<file path="src/logic/hmpc_pkg.sv">
`default_nettype none
package hmpc_pkg;

  // Halt instruction opcode
  localparam logic [7:0]  HALT_OPCODE        = 8'h8E;

  // Stabilisation / wake delay, in CPU cycles (one CPU cycle per pclk cycle)
  localparam int          CLK_PERIOD_NS      = 20;
  localparam int          PCLK_PER_TCPU      = 1;
  localparam int          STAB_SHORT_TCPU    = 256;
  localparam int          STAB_LONG_TCPU     = 4096;
  localparam int          DLY_W              = 13;
  localparam logic [DLY_W-1:0] STAB_SHORT_CYC = DLY_W'(STAB_SHORT_TCPU * PCLK_PER_TCPU);
  localparam logic [DLY_W-1:0] STAB_LONG_CYC  = DLY_W'(STAB_LONG_TCPU * PCLK_PER_TCPU);

  // Interrupt mask level forced on halt entry
  localparam logic [1:0]  IMASK_HALT_LEVEL   = 2'b10;

  // APB register byte addresses
  localparam logic [7:0]  ADDR_CTRL          = 8'h00;
  localparam logic [7:0]  ADDR_STATE         = 8'h04;
  localparam logic [7:0]  ADDR_IRQ_STAT      = 8'h08;
  localparam logic [7:0]  ADDR_IRQ_MASK      = 8'h0C;

  // Field positions
  localparam int          CTRL_TB_EN_BIT     = 0;
  localparam int          ST_STATE_LSB       = 0;
  localparam int          ST_WIN_BIT         = 4;
  localparam int          ST_LONG_BIT        = 5;
  localparam int          ST_WDGOPT_BIT      = 6;
  localparam int          EV_HALT_BIT        = 0;
  localparam int          EV_IRQ_WAKE_BIT    = 1;
  localparam int          EV_RST_WAKE_BIT    = 2;
  localparam int          EV_EARLY_BIT       = 3;
  localparam int          EV_W               = 4;

  // Reset values and strap settle count
  localparam logic        CTRL_RESET         = 1'b0;
  localparam logic [EV_W-1:0] IRQ_STAT_RESET = 4'h0;
  localparam logic [EV_W-1:0] IRQ_MASK_RESET = 4'h0;
  localparam logic [1:0]  CFG_SETTLE_CYC     = 2'h3;

  typedef enum logic [2:0] {
    HMPC_RUN,
    HMPC_FULL_HALT,
    HMPC_ACTIVE_HALT,
    HMPC_STABILISE,
    HMPC_GUARD_HALT
  } hmpc_state_e;

  function automatic logic [DLY_W-1:0] hmpc_dly_len(input logic long_sel);
    return long_sel ? STAB_LONG_CYC : STAB_SHORT_CYC;
  endfunction

  function automatic logic hmpc_osc_stopped(input hmpc_state_e s);
    return (s == HMPC_FULL_HALT) || (s == HMPC_GUARD_HALT);
  endfunction

endpackage
`default_nettype wire

</file>
<file path="src/logic/hmpc_dly_if.sv">
`timescale 1ns/1ps
`default_nettype none
interface hmpc_dly_if;
  import hmpc_pkg::*;
  logic             start;
  logic             long_sel;
  logic             busy;
  logic             done;
  logic [DLY_W-1:0] remain;

  modport ctl (output start, output long_sel, input busy, input done, input remain);
  modport tmr (input start, input long_sel, output busy, output done, output remain);
endinterface
`default_nettype wire

</file>
<file path="src/logic/hmpc_delay.sv">
`timescale 1ns/1ps
`default_nettype none
module hmpc_delay
  import hmpc_pkg::*;
(
  input  wire logic pclk,
  input  wire logic presetn,
  hmpc_dly_if.tmr   dly
);

  logic [DLY_W-1:0] cnt_reg;
  logic             busy_reg;

  // A start while busy restarts the count from full length
  always_ff @(posedge pclk or negedge presetn) begin
    if (!presetn) begin
      cnt_reg  <= '0;
      busy_reg <= 1'b0;
    end else if (dly.start) begin
      cnt_reg  <= hmpc_dly_len(dly.long_sel) - DLY_W'(1);
      busy_reg <= 1'b1;
    end else if (busy_reg) begin
      if (cnt_reg == '0) begin
        busy_reg <= 1'b0;
      end else begin
        cnt_reg <= cnt_reg - DLY_W'(1);
      end
    end
  end

  assign dly.busy   = busy_reg;
  assign dly.done   = busy_reg && (cnt_reg == '0) && !dly.start;
  assign dly.remain = cnt_reg;

endmodule // hmpc_delay
`default_nettype wire

</file>
<file path="src/logic/hmpc_top.sv">
`timescale 1ns/1ps
`default_nettype none
// Operation
// (RULE1) Halt opcode enters full halt if timebase enable is 0, active halt if 1.
// (RULE2) Active halt ends only on timebase interrupt or reset.
// (RULE3) Timebase wake from active halt skips stabilisation and services interrupt at once.
// (RULE4) Reset wake from active halt waits the stabilisation delay first.
// (RULE5) Halt entry forces interrupt mask to 10; pending interrupt wakes immediately.
// (RULE6) Active halt keeps only oscillator and timebase clocked.
// (RULE7) Active halt with timebase enable set suppresses watchdog reset.
// (RULE8) Software keeps timebase enable set for the wake delay after a wake.
// (RULE9) Clearing timebase enable early drops into full halt for the remaining delay.
// (RULE10) Full halt ends on reset or on the halt wake interrupt subset.
// (RULE11) Full halt exit restarts oscillator and waits 256 or 4096 cycles.
// (RULE12) Full halt stops oscillator, CPU and peripheral clocks.
// (RULE13) Watchdog halt option decides if full halt entry raises watchdog reset.
// (RULE14) Opcode byte 0x8E is decoded as the halt instruction.
// (RULE15) Interrupt service requests a condition code push before entering routine.
// (RULE16) Software should clear pending interrupts before halting.
// (RULE17) Software should set wake pin as pull-up interrupt input before halting.
// (RULE18) Explicit state machine; delay length strapped and sampled after reset.
module hmpc_top
  import hmpc_pkg::*;
(
  input  wire logic        pclk,
  input  wire logic        presetn,
  input  wire logic        psel,
  input  wire logic        penable,
  input  wire logic        pwrite,
  input  wire logic [7:0]  paddr,
  input  wire logic [31:0] pwdata,
  output logic      [31:0] prdata,
  output logic             pready,
  output logic             pslverr,
  input  wire logic        op_valid,
  input  wire logic [7:0]  op_byte,
  input  wire logic        timebase_irq,
  input  wire logic        halt_wake_irq,
  input  wire logic        sys_reset_n_pin,
  input  wire logic        wdg_active,
  input  wire logic        cfg_long_delay_pin,
  input  wire logic        watchdog_halt_option_pin,
  output logic             cpu_stall,
  output logic             osc_enable,
  output logic             periph_clk_enable,
  output logic             timebase_clk_enable,
  output logic             imask_force,
  output logic      [1:0]  imask_value,
  output logic             irq_service,
  output logic             cc_push_req,
  output logic             reset_fetch,
  output logic             wdg_suppress,
  output logic             wdg_reset_req,
  output logic             irq
);

  hmpc_dly_if dly ();

  hmpc_delay u_delay (
    .pclk    (pclk),
    .presetn (presetn),
    .dly     (dly.tmr)
  );

  hmpc_state_e     state_reg;
  hmpc_state_e     state_next;
  logic            tb_en_reg;
  logic            win_reg;
  logic            wake_rst_reg;
  logic            svc_reg;
  logic            fetch_reg;
  logic            wdg_rst_reg;
  logic [EV_W-1:0] stat_reg;
  logic [EV_W-1:0] mask_reg;
  logic [31:0]     prdata_reg;
  logic            rst_s1_reg;
  logic            rst_s2_reg;
  logic            long_s1_reg;
  logic            long_s2_reg;
  logic            wopt_s1_reg;
  logic            wopt_s2_reg;
  logic [1:0]      cfg_cnt_reg;
  logic            long_sel_reg;
  logic            wdg_opt_reg;
  logic            halt_exec;
  logic            rst_wake;
  logic            dly_start;
  logic            wr_en;
  logic            addr_ok;
  logic [EV_W-1:0] ev_set;

  // Pin synchronisers; only the second stage is read
  always_ff @(posedge pclk or negedge presetn) begin
    if (!presetn) begin
      rst_s1_reg  <= 1'b1;
      rst_s2_reg  <= 1'b1;
      long_s1_reg <= 1'b0;
      long_s2_reg <= 1'b0;
      wopt_s1_reg <= 1'b0;
      wopt_s2_reg <= 1'b0;
    end else begin
      rst_s1_reg  <= sys_reset_n_pin;
      rst_s2_reg  <= rst_s1_reg;
      long_s1_reg <= cfg_long_delay_pin;
      long_s2_reg <= long_s1_reg;
      wopt_s1_reg <= watchdog_halt_option_pin;
      wopt_s2_reg <= wopt_s1_reg;
    end
  end

  // Straps are static; captured once the synchronisers have settled after release
  always_ff @(posedge pclk or negedge presetn) begin
    if (!presetn) begin
      cfg_cnt_reg  <= '0;
      long_sel_reg <= 1'b0;
      wdg_opt_reg  <= 1'b0;
    end else if (cfg_cnt_reg != CFG_SETTLE_CYC) begin
      cfg_cnt_reg  <= cfg_cnt_reg + 2'h1;
      long_sel_reg <= long_s2_reg; // RULE18
      wdg_opt_reg  <= wopt_s2_reg; // RULE18
    end
  end

  assign rst_wake  = !rst_s2_reg;
  assign halt_exec = op_valid && (op_byte == HALT_OPCODE); // RULE14

  always_comb begin
    state_next = state_reg;
    dly_start  = 1'b0;
    case (state_reg)
      HMPC_RUN: begin
        if (halt_exec) begin
          state_next = tb_en_reg ? HMPC_ACTIVE_HALT : HMPC_FULL_HALT; // RULE1
        end else if (win_reg && !tb_en_reg && !dly.done) begin
          state_next = HMPC_GUARD_HALT; // RULE9
        end
      end
      HMPC_ACTIVE_HALT: begin
        if (rst_wake) begin
          state_next = HMPC_STABILISE; // RULE4
          dly_start  = 1'b1;
        end else if (timebase_irq) begin
          // No stabilisation, but the wake window starts for the guard check
          state_next = HMPC_RUN; // RULE2 RULE3
          dly_start  = 1'b1;
        end
      end
      HMPC_FULL_HALT: begin
        if (rst_wake || halt_wake_irq) begin
          state_next = HMPC_STABILISE; // RULE10 RULE11
          dly_start  = 1'b1;
        end
      end
      HMPC_GUARD_HALT: begin
        if (rst_wake) begin
          state_next = HMPC_STABILISE;
          dly_start  = 1'b1;
        end else if (dly.done || !dly.busy) begin
          state_next = HMPC_RUN; // RULE9
        end
      end
      HMPC_STABILISE: begin
        if (dly.done) begin
          state_next = HMPC_RUN; // RULE11
        end
      end
      default: state_next = HMPC_RUN;
    endcase
  end

  always_ff @(posedge pclk or negedge presetn) begin
    if (!presetn) begin
      state_reg <= HMPC_RUN;
    end else begin
      state_reg <= state_next;
    end
  end

  assign dly.start    = dly_start;
  assign dly.long_sel = long_sel_reg;

  // Wake window: open after a timebase wake from active halt, closed by the delay end
  always_ff @(posedge pclk or negedge presetn) begin
    if (!presetn) begin
      win_reg <= 1'b0;
    end else if (state_reg == HMPC_ACTIVE_HALT && state_next == HMPC_RUN) begin
      win_reg <= 1'b1;
    end else if (dly.done || state_next == HMPC_STABILISE) begin
      win_reg <= 1'b0;
    end
  end

  // Remember why stabilisation began so the right exit is taken
  always_ff @(posedge pclk or negedge presetn) begin
    if (!presetn) begin
      wake_rst_reg <= 1'b0;
    end else if (state_next == HMPC_STABILISE && state_reg != HMPC_STABILISE) begin
      wake_rst_reg <= rst_wake;
    end
  end

  always_ff @(posedge pclk or negedge presetn) begin
    if (!presetn) begin
      svc_reg   <= 1'b0;
      fetch_reg <= 1'b0;
    end else begin
      svc_reg   <= (state_reg == HMPC_ACTIVE_HALT && !rst_wake && timebase_irq) ||
                   (state_reg == HMPC_STABILISE && dly.done && !wake_rst_reg); // RULE3 RULE15
      fetch_reg <= state_reg == HMPC_STABILISE && dly.done && wake_rst_reg; // RULE4 RULE11
    end
  end

  // Watchdog reset on full halt entry unless the option allows halting with it running
  always_ff @(posedge pclk or negedge presetn) begin
    if (!presetn) begin
      wdg_rst_reg <= 1'b0;
    end else begin
      wdg_rst_reg <= state_reg == HMPC_RUN && halt_exec && !tb_en_reg && wdg_active && !wdg_opt_reg; // RULE13
    end
  end

  assign cpu_stall           = state_reg != HMPC_RUN;
  assign osc_enable          = !hmpc_osc_stopped(state_reg); // RULE11 RULE12
  assign timebase_clk_enable = !hmpc_osc_stopped(state_reg); // RULE6
  assign periph_clk_enable   = state_reg == HMPC_RUN; // RULE6 RULE12
  assign imask_force         = state_reg == HMPC_FULL_HALT || state_reg == HMPC_ACTIVE_HALT; // RULE5
  assign imask_value         = IMASK_HALT_LEVEL; // RULE5
  assign irq_service         = svc_reg;
  assign cc_push_req         = svc_reg; // RULE15
  assign reset_fetch         = fetch_reg;
  assign wdg_suppress        = state_reg == HMPC_ACTIVE_HALT && tb_en_reg; // RULE7
  assign wdg_reset_req       = wdg_rst_reg;

  // APB slave, zero wait states; read data is latched in the setup cycle
  assign wr_en   = psel && penable && pwrite;
  assign addr_ok = paddr == ADDR_CTRL || paddr == ADDR_STATE ||
                   paddr == ADDR_IRQ_STAT || paddr == ADDR_IRQ_MASK;
  assign pready  = 1'b1;
  assign pslverr = psel && penable && !addr_ok;
  assign prdata  = prdata_reg;

  always_ff @(posedge pclk or negedge presetn) begin
    if (!presetn) begin
      prdata_reg <= '0;
    end else if (psel && !penable && !pwrite) begin
      prdata_reg <= '0;
      case (paddr)
        ADDR_CTRL:     prdata_reg[CTRL_TB_EN_BIT] <= tb_en_reg;
        ADDR_STATE: begin
          prdata_reg[ST_STATE_LSB +: 3] <= state_reg;
          prdata_reg[ST_WIN_BIT]        <= win_reg;
          prdata_reg[ST_LONG_BIT]       <= long_sel_reg;
          prdata_reg[ST_WDGOPT_BIT]     <= wdg_opt_reg;
        end
        ADDR_IRQ_STAT: prdata_reg[EV_W-1:0] <= stat_reg;
        ADDR_IRQ_MASK: prdata_reg[EV_W-1:0] <= mask_reg;
        default:       prdata_reg <= '0;
      endcase
    end
  end

  always_ff @(posedge pclk or negedge presetn) begin
    if (!presetn) begin
      tb_en_reg <= CTRL_RESET;
      mask_reg  <= IRQ_MASK_RESET;
    end else if (wr_en) begin
      if (paddr == ADDR_CTRL) begin
        tb_en_reg <= pwdata[CTRL_TB_EN_BIT];
      end
      if (paddr == ADDR_IRQ_MASK) begin
        mask_reg <= pwdata[EV_W-1:0];
      end
    end
  end

  always_comb begin
    ev_set                  = '0;
    ev_set[EV_HALT_BIT]     = state_reg == HMPC_RUN && halt_exec;
    ev_set[EV_IRQ_WAKE_BIT] = svc_reg;
    ev_set[EV_RST_WAKE_BIT] = fetch_reg;
    ev_set[EV_EARLY_BIT]    = state_reg == HMPC_RUN && state_next == HMPC_GUARD_HALT;
  end

  // Write one to clear; a simultaneous event keeps its bit set
  always_ff @(posedge pclk or negedge presetn) begin
    if (!presetn) begin
      stat_reg <= IRQ_STAT_RESET;
    end else if (wr_en && paddr == ADDR_IRQ_STAT) begin
      stat_reg <= (stat_reg & ~pwdata[EV_W-1:0]) | ev_set;
    end else begin
      stat_reg <= stat_reg | ev_set;
    end
  end

  assign irq = |(stat_reg & mask_reg);

  // Checks
  logic [DLY_W:0] stab_cyc;

  always_ff @(posedge pclk or negedge presetn) begin
    if (!presetn) begin
      stab_cyc <= '0;
    end else if (state_reg != HMPC_STABILISE) begin
      stab_cyc <= (DLY_W+1)'(1);
    end else begin
      stab_cyc <= stab_cyc + (DLY_W+1)'(1);
    end
  end
endmodule // hmpc_top
`default_nettype wire

</file>
<file path="config.mk">
export PLATFORM = sky130hd
export DESIGN_NAME = hmpc_top
export DESIGN_NICKNAME = d
export VERILOG_FILES = /design/src/logic/hmpc_pkg.sv /design/src/logic/hmpc_dly_if.sv /design/src/logic/hmpc_delay.sv /design/src/logic/hmpc_top.sv
export SDC_FILE = /design/constraint.sdc
export NUM_CORES = 1
export LEC_CHECK = 0
export BUFFER_PORTS_ARGS = -buffer_cell sky130_fd_sc_hd__buf_2
export CORE_MARGIN = 2
export CORE_UTILIZATION = 52
export CTS_CLUSTER_SIZE = 24
export DETAILED_ROUTE_END_ITERATION = 10
export PLACE_DENSITY = 0.9
export SKIP_CTS_REPAIR_TIMING = 1
export SYNTH_ARGS = -nofsm -noshare
export SYNTH_HDL_FRONTEND = slang
export SYNTH_SLANG_ARGS = --single-unit
</file>
<file path="constraint.sdc">
create_clock -name pclk -period 4.6 [get_ports pclk]
set_clock_uncertainty 0.2 [all_clocks]
set_input_delay 0.69 -clock pclk [delete_from_list [all_inputs] [get_ports pclk]]
set_output_delay 0.69 -clock pclk [all_outputs]
set_load 0.01 [all_outputs]
</file>
==> qor.csv <==
stage,metric,value,unit
run_status,status,"finished, final reports clean",
worst_hold_path,min-delay worst type,reg2reg,
clock_tree,Clock Latency Late Sink,0.30,ns
setup_path,cells along the critical path,nor2b_1 -> a22oi_1 -> o21a_1 -> nand2_1 -> ha_1 -> nand4bb_1 -> a211oi_1 -> nand2_1 -> xor2_1 -> o21ai_0,
place,Place WS,1.42,ns
setup_path,Reg-to-Reg Start,state_reg[0],
synth,synth warn,0,
floorplanning,die height,75.6,µm
synth,Cells after Synth,266,
timing,setup TNS,0,ns
cells_and_area,fin util,59.3,%
cells_and_area,Area Growth Syn to Fin,11.6,%
grt,largest net degree at the start of global routing,49,
timing,count of final setup violators,0,
setup_path,Worst path most repeated cell,nand2_1,
grt,vias in the first global route,1810,
clock_tree,CTS tree,yes,
timing,Slew headroom,32.0,%
timing,fmax,322,MHz
setup_path,critical path depth,10,
setup_path,startpoint types,flop,
floorplanning,Initial Utilization,53.1,%
synth,Cell variety after synth,54,
timing,worst slew pin tran,1.02,ns
clock_tree,CTS Sinks,48,
synth,Syn Std Cell Area,2660,µm²
detailed_routing,Vias per Instance,5.33,
setup_path,R2R depth,10,
synth,Post-synth ARST share,100,%
power_and_ir_drop,worst vdd ir,196,µV
setup_path,critical path class,reg2reg,
setup_path,"delay-heaviest family, CP",compound AO/OA/AOI/OAI gates,
cells_and_area,Final Net Count,374,
floorplanning,IO Pins,107,
detailed_routing,TritonRoute pass-1 iters,4,
cells_and_area,area of the multi-input gates,1290,µm²
place,gpl congestion,0.903,
cells_and_area,Largest register FFs,13,
detailed_routing,post-route ant nets,0,
cells_and_area,most frequent cells in the layout,"50 x buf_2, 46 x dfrtp_1, 35 x nand2_1",
detailed_routing,Via Count,2040,
timing,Final Max Tran Viols,0,
place,number of port buffers,50,
synth,synth top area cells,"dfrtp_1 43%, buf_4 8.5%, nand2_1 4.9%",
detailed_routing,DRC,0,
power_and_ir_drop,pwr dens,271,nW/µm²
grt,aggregate global routing overflow,0,
clock_tree,root buffer cell,clkbuf_8,
clock_tree,TritonCTS Buffers,5,
setup_path,Critical Path Source,state_reg[0],
grt,GRT Util Overall,19.3,%
synth,post-synthesis sequential area ratio,45.2,%
cells_and_area,Antenna Cells,0,
detailed_routing,DRT iter0 DRCs,105,
floorplanning,num rows,26,
timing,minimum clock period,3.11,ns
clock_tree,H-tree level count,2,
setup_path,Crit-path slowest cell,dfrtp_1,
timing,RSZ-0062 raised after global routing,no,
synth,Synth area leader,dfrtp_1,
floorplanning,die extent in x,75.6,µm
setup_path,R2R Path End,u_delay.dly.remain[10],
detailed_routing,Final Routed Wirelength,5.12,mm
setup_path,CP Buf/Inv Count,0,
job,Max-Cap Viols,0,
setup_path,critical path peak fanout,12,
power_and_ir_drop,Pleak,1.40,nW
clock_tree,Clock Pin Slew Worst Setup and Hold Paths,0.09,ns
setup_path,Critical Path AT,3.14,ns
cells_and_area,# fillers,415,
floorplanning,Core ar.,5010,µm²
setup_path,CP Capture Type,flop,
place,Final HPWL DP,3.82,mm
cells_and_area,layout cells sized above 1,27.8,%
worst_hold_path,hold path depth,0,
timing,Final Worst Setup Slack,1.49,ns
synth,synthesis-stage register bit count,48,
setup_path,CP peak stage delay,0.54,ns
detailed_routing,per-cell routed wire length,13.4,µm
setup_path,"reg-to-reg slack, setup",1.49,ns
synth,Syn Area/Cell,10.0,µm²
cells_and_area,"most common cell after layout, fill and taps aside",buf_2,
synth,share of the synthesized area in the top cell type,43.2,%
clock_tree,Max clock buf depth,2,
grt,initial antenna violation count,0,
setup_path,CP endpoint,u_delay.dly.remain[10],
timing,fin crit share,67.6,%
synth,top_reg_cell synth,dfrtp_1,
setup_path,WP data required,4.63,ns
synth,Post-synth EDFFs,0,
cells_and_area,Seq. cell area,1200,µm²
floorplanning,full die area,5710,µm²
grt,global-route wire length before repair,8.34,mm
timing,"Hold Vio Cnt, Final",0,
## where the power goes
group / switching [mW] / internal [mW]
logic: 0.0297 / 0.0155
registers: 0.00381 / 0.427
clock network: 0.137 / 0.192
total: 0.170 / 0.634
## area by class of cell
class	count	share of cell area (%)
well taps	70	2.95
flip-flops and latches	48	40.5
inverters	3	0.379
multi-input cells	204	43.5
clock buffers	7	3.24
repair buffers	50	8.42
clock inverters	1	1.01
## routing by layer
metal / up-vias / global-route usage [%] / share of wire, %
li1: 971 / - / -
met1: 976 / 26.0 / 42
met2: 85 / 31.5 / 50
met3: 8 / 4.50 / 7.1
met4: 0 / 5.85 / 1.4
met5: - / 0 / 0
## worst register-to-register path: cells and delay by family, from the launching register on
family | cells | cell delay [ns]
simple gates | 4 | 0.75
fa+ha+maj | 1 | 0.37
flops | 1 | 0.54
compound gates | 4 | 1.03
xor+xnor | 1 | 0.14
## synth_stat cells, types with 4 or more instances
| master | count |
|---|---|
| nor4_1 | 7 |
| nor2_1 | 16 |
| nor2b_1 | 5 |
| nand3_1 | 6 |
| a22oi_1 | 6 |
| a21oi_1 | 6 |
| and2_1 | 4 |
| mux2_2 | 11 |
| o21ai_0 | 12 |
| buf_4 | 30 |
| dfrtp_1 | 46 |
| nand2_1 | 35 |
| xor2_1 | 5 |
| clkbuf_1 | 5 |
| nor3_1 | 4 |
| xnor2_1 | 5 |
## cells by family after synthesis
logic type               synth area share (%)
multiplexers                             6.25
other                                   0.282
flip-flops                               45.2
XOR/XNOR                                 3.29
AO/OA/AOI/OAI                            12.2
AND/OR/NAND/NOR                          21.9
buffers and inverters                    9.92
adder cells (fa/ha/maj)                 0.940
## per-stage QoR
step | hold WS, ns | instances | instance area [µm²] | total power, mW
2_1_floorplan | 0.131 | 292 | 2760 | 0.477
3_3_place_gp | 0.131 | 375 | 2850 | 0.483
3_5_place_dp | 0.135 | 375 | 2850 | 0.484
4_1_cts | 0.155 | 383 | 2970 | 0.809
5_1_grt | 0.167 | 383 | 2970 | 0.837
6_report | 0.152 | 383 | 2970 | 0.804
## how the worst min path moves through the flow
stage / start / end / slack (ns)
2_1_floorplan: long_s1_reg / long_s2_reg / 0.13
4_1_cts: long_s1_reg / long_s2_reg / 0.15
6_report: long_s1_reg / long_s2_reg / 0.15
5_1_grt: long_s1_reg / long_s2_reg / 0.17
3_5_place_dp: long_s1_reg / long_s2_reg / 0.13
3_3_place_gp: wopt_s1_reg / wopt_s2_reg / 0.13
No activity file was read; power rests on OpenSTA's default activity.
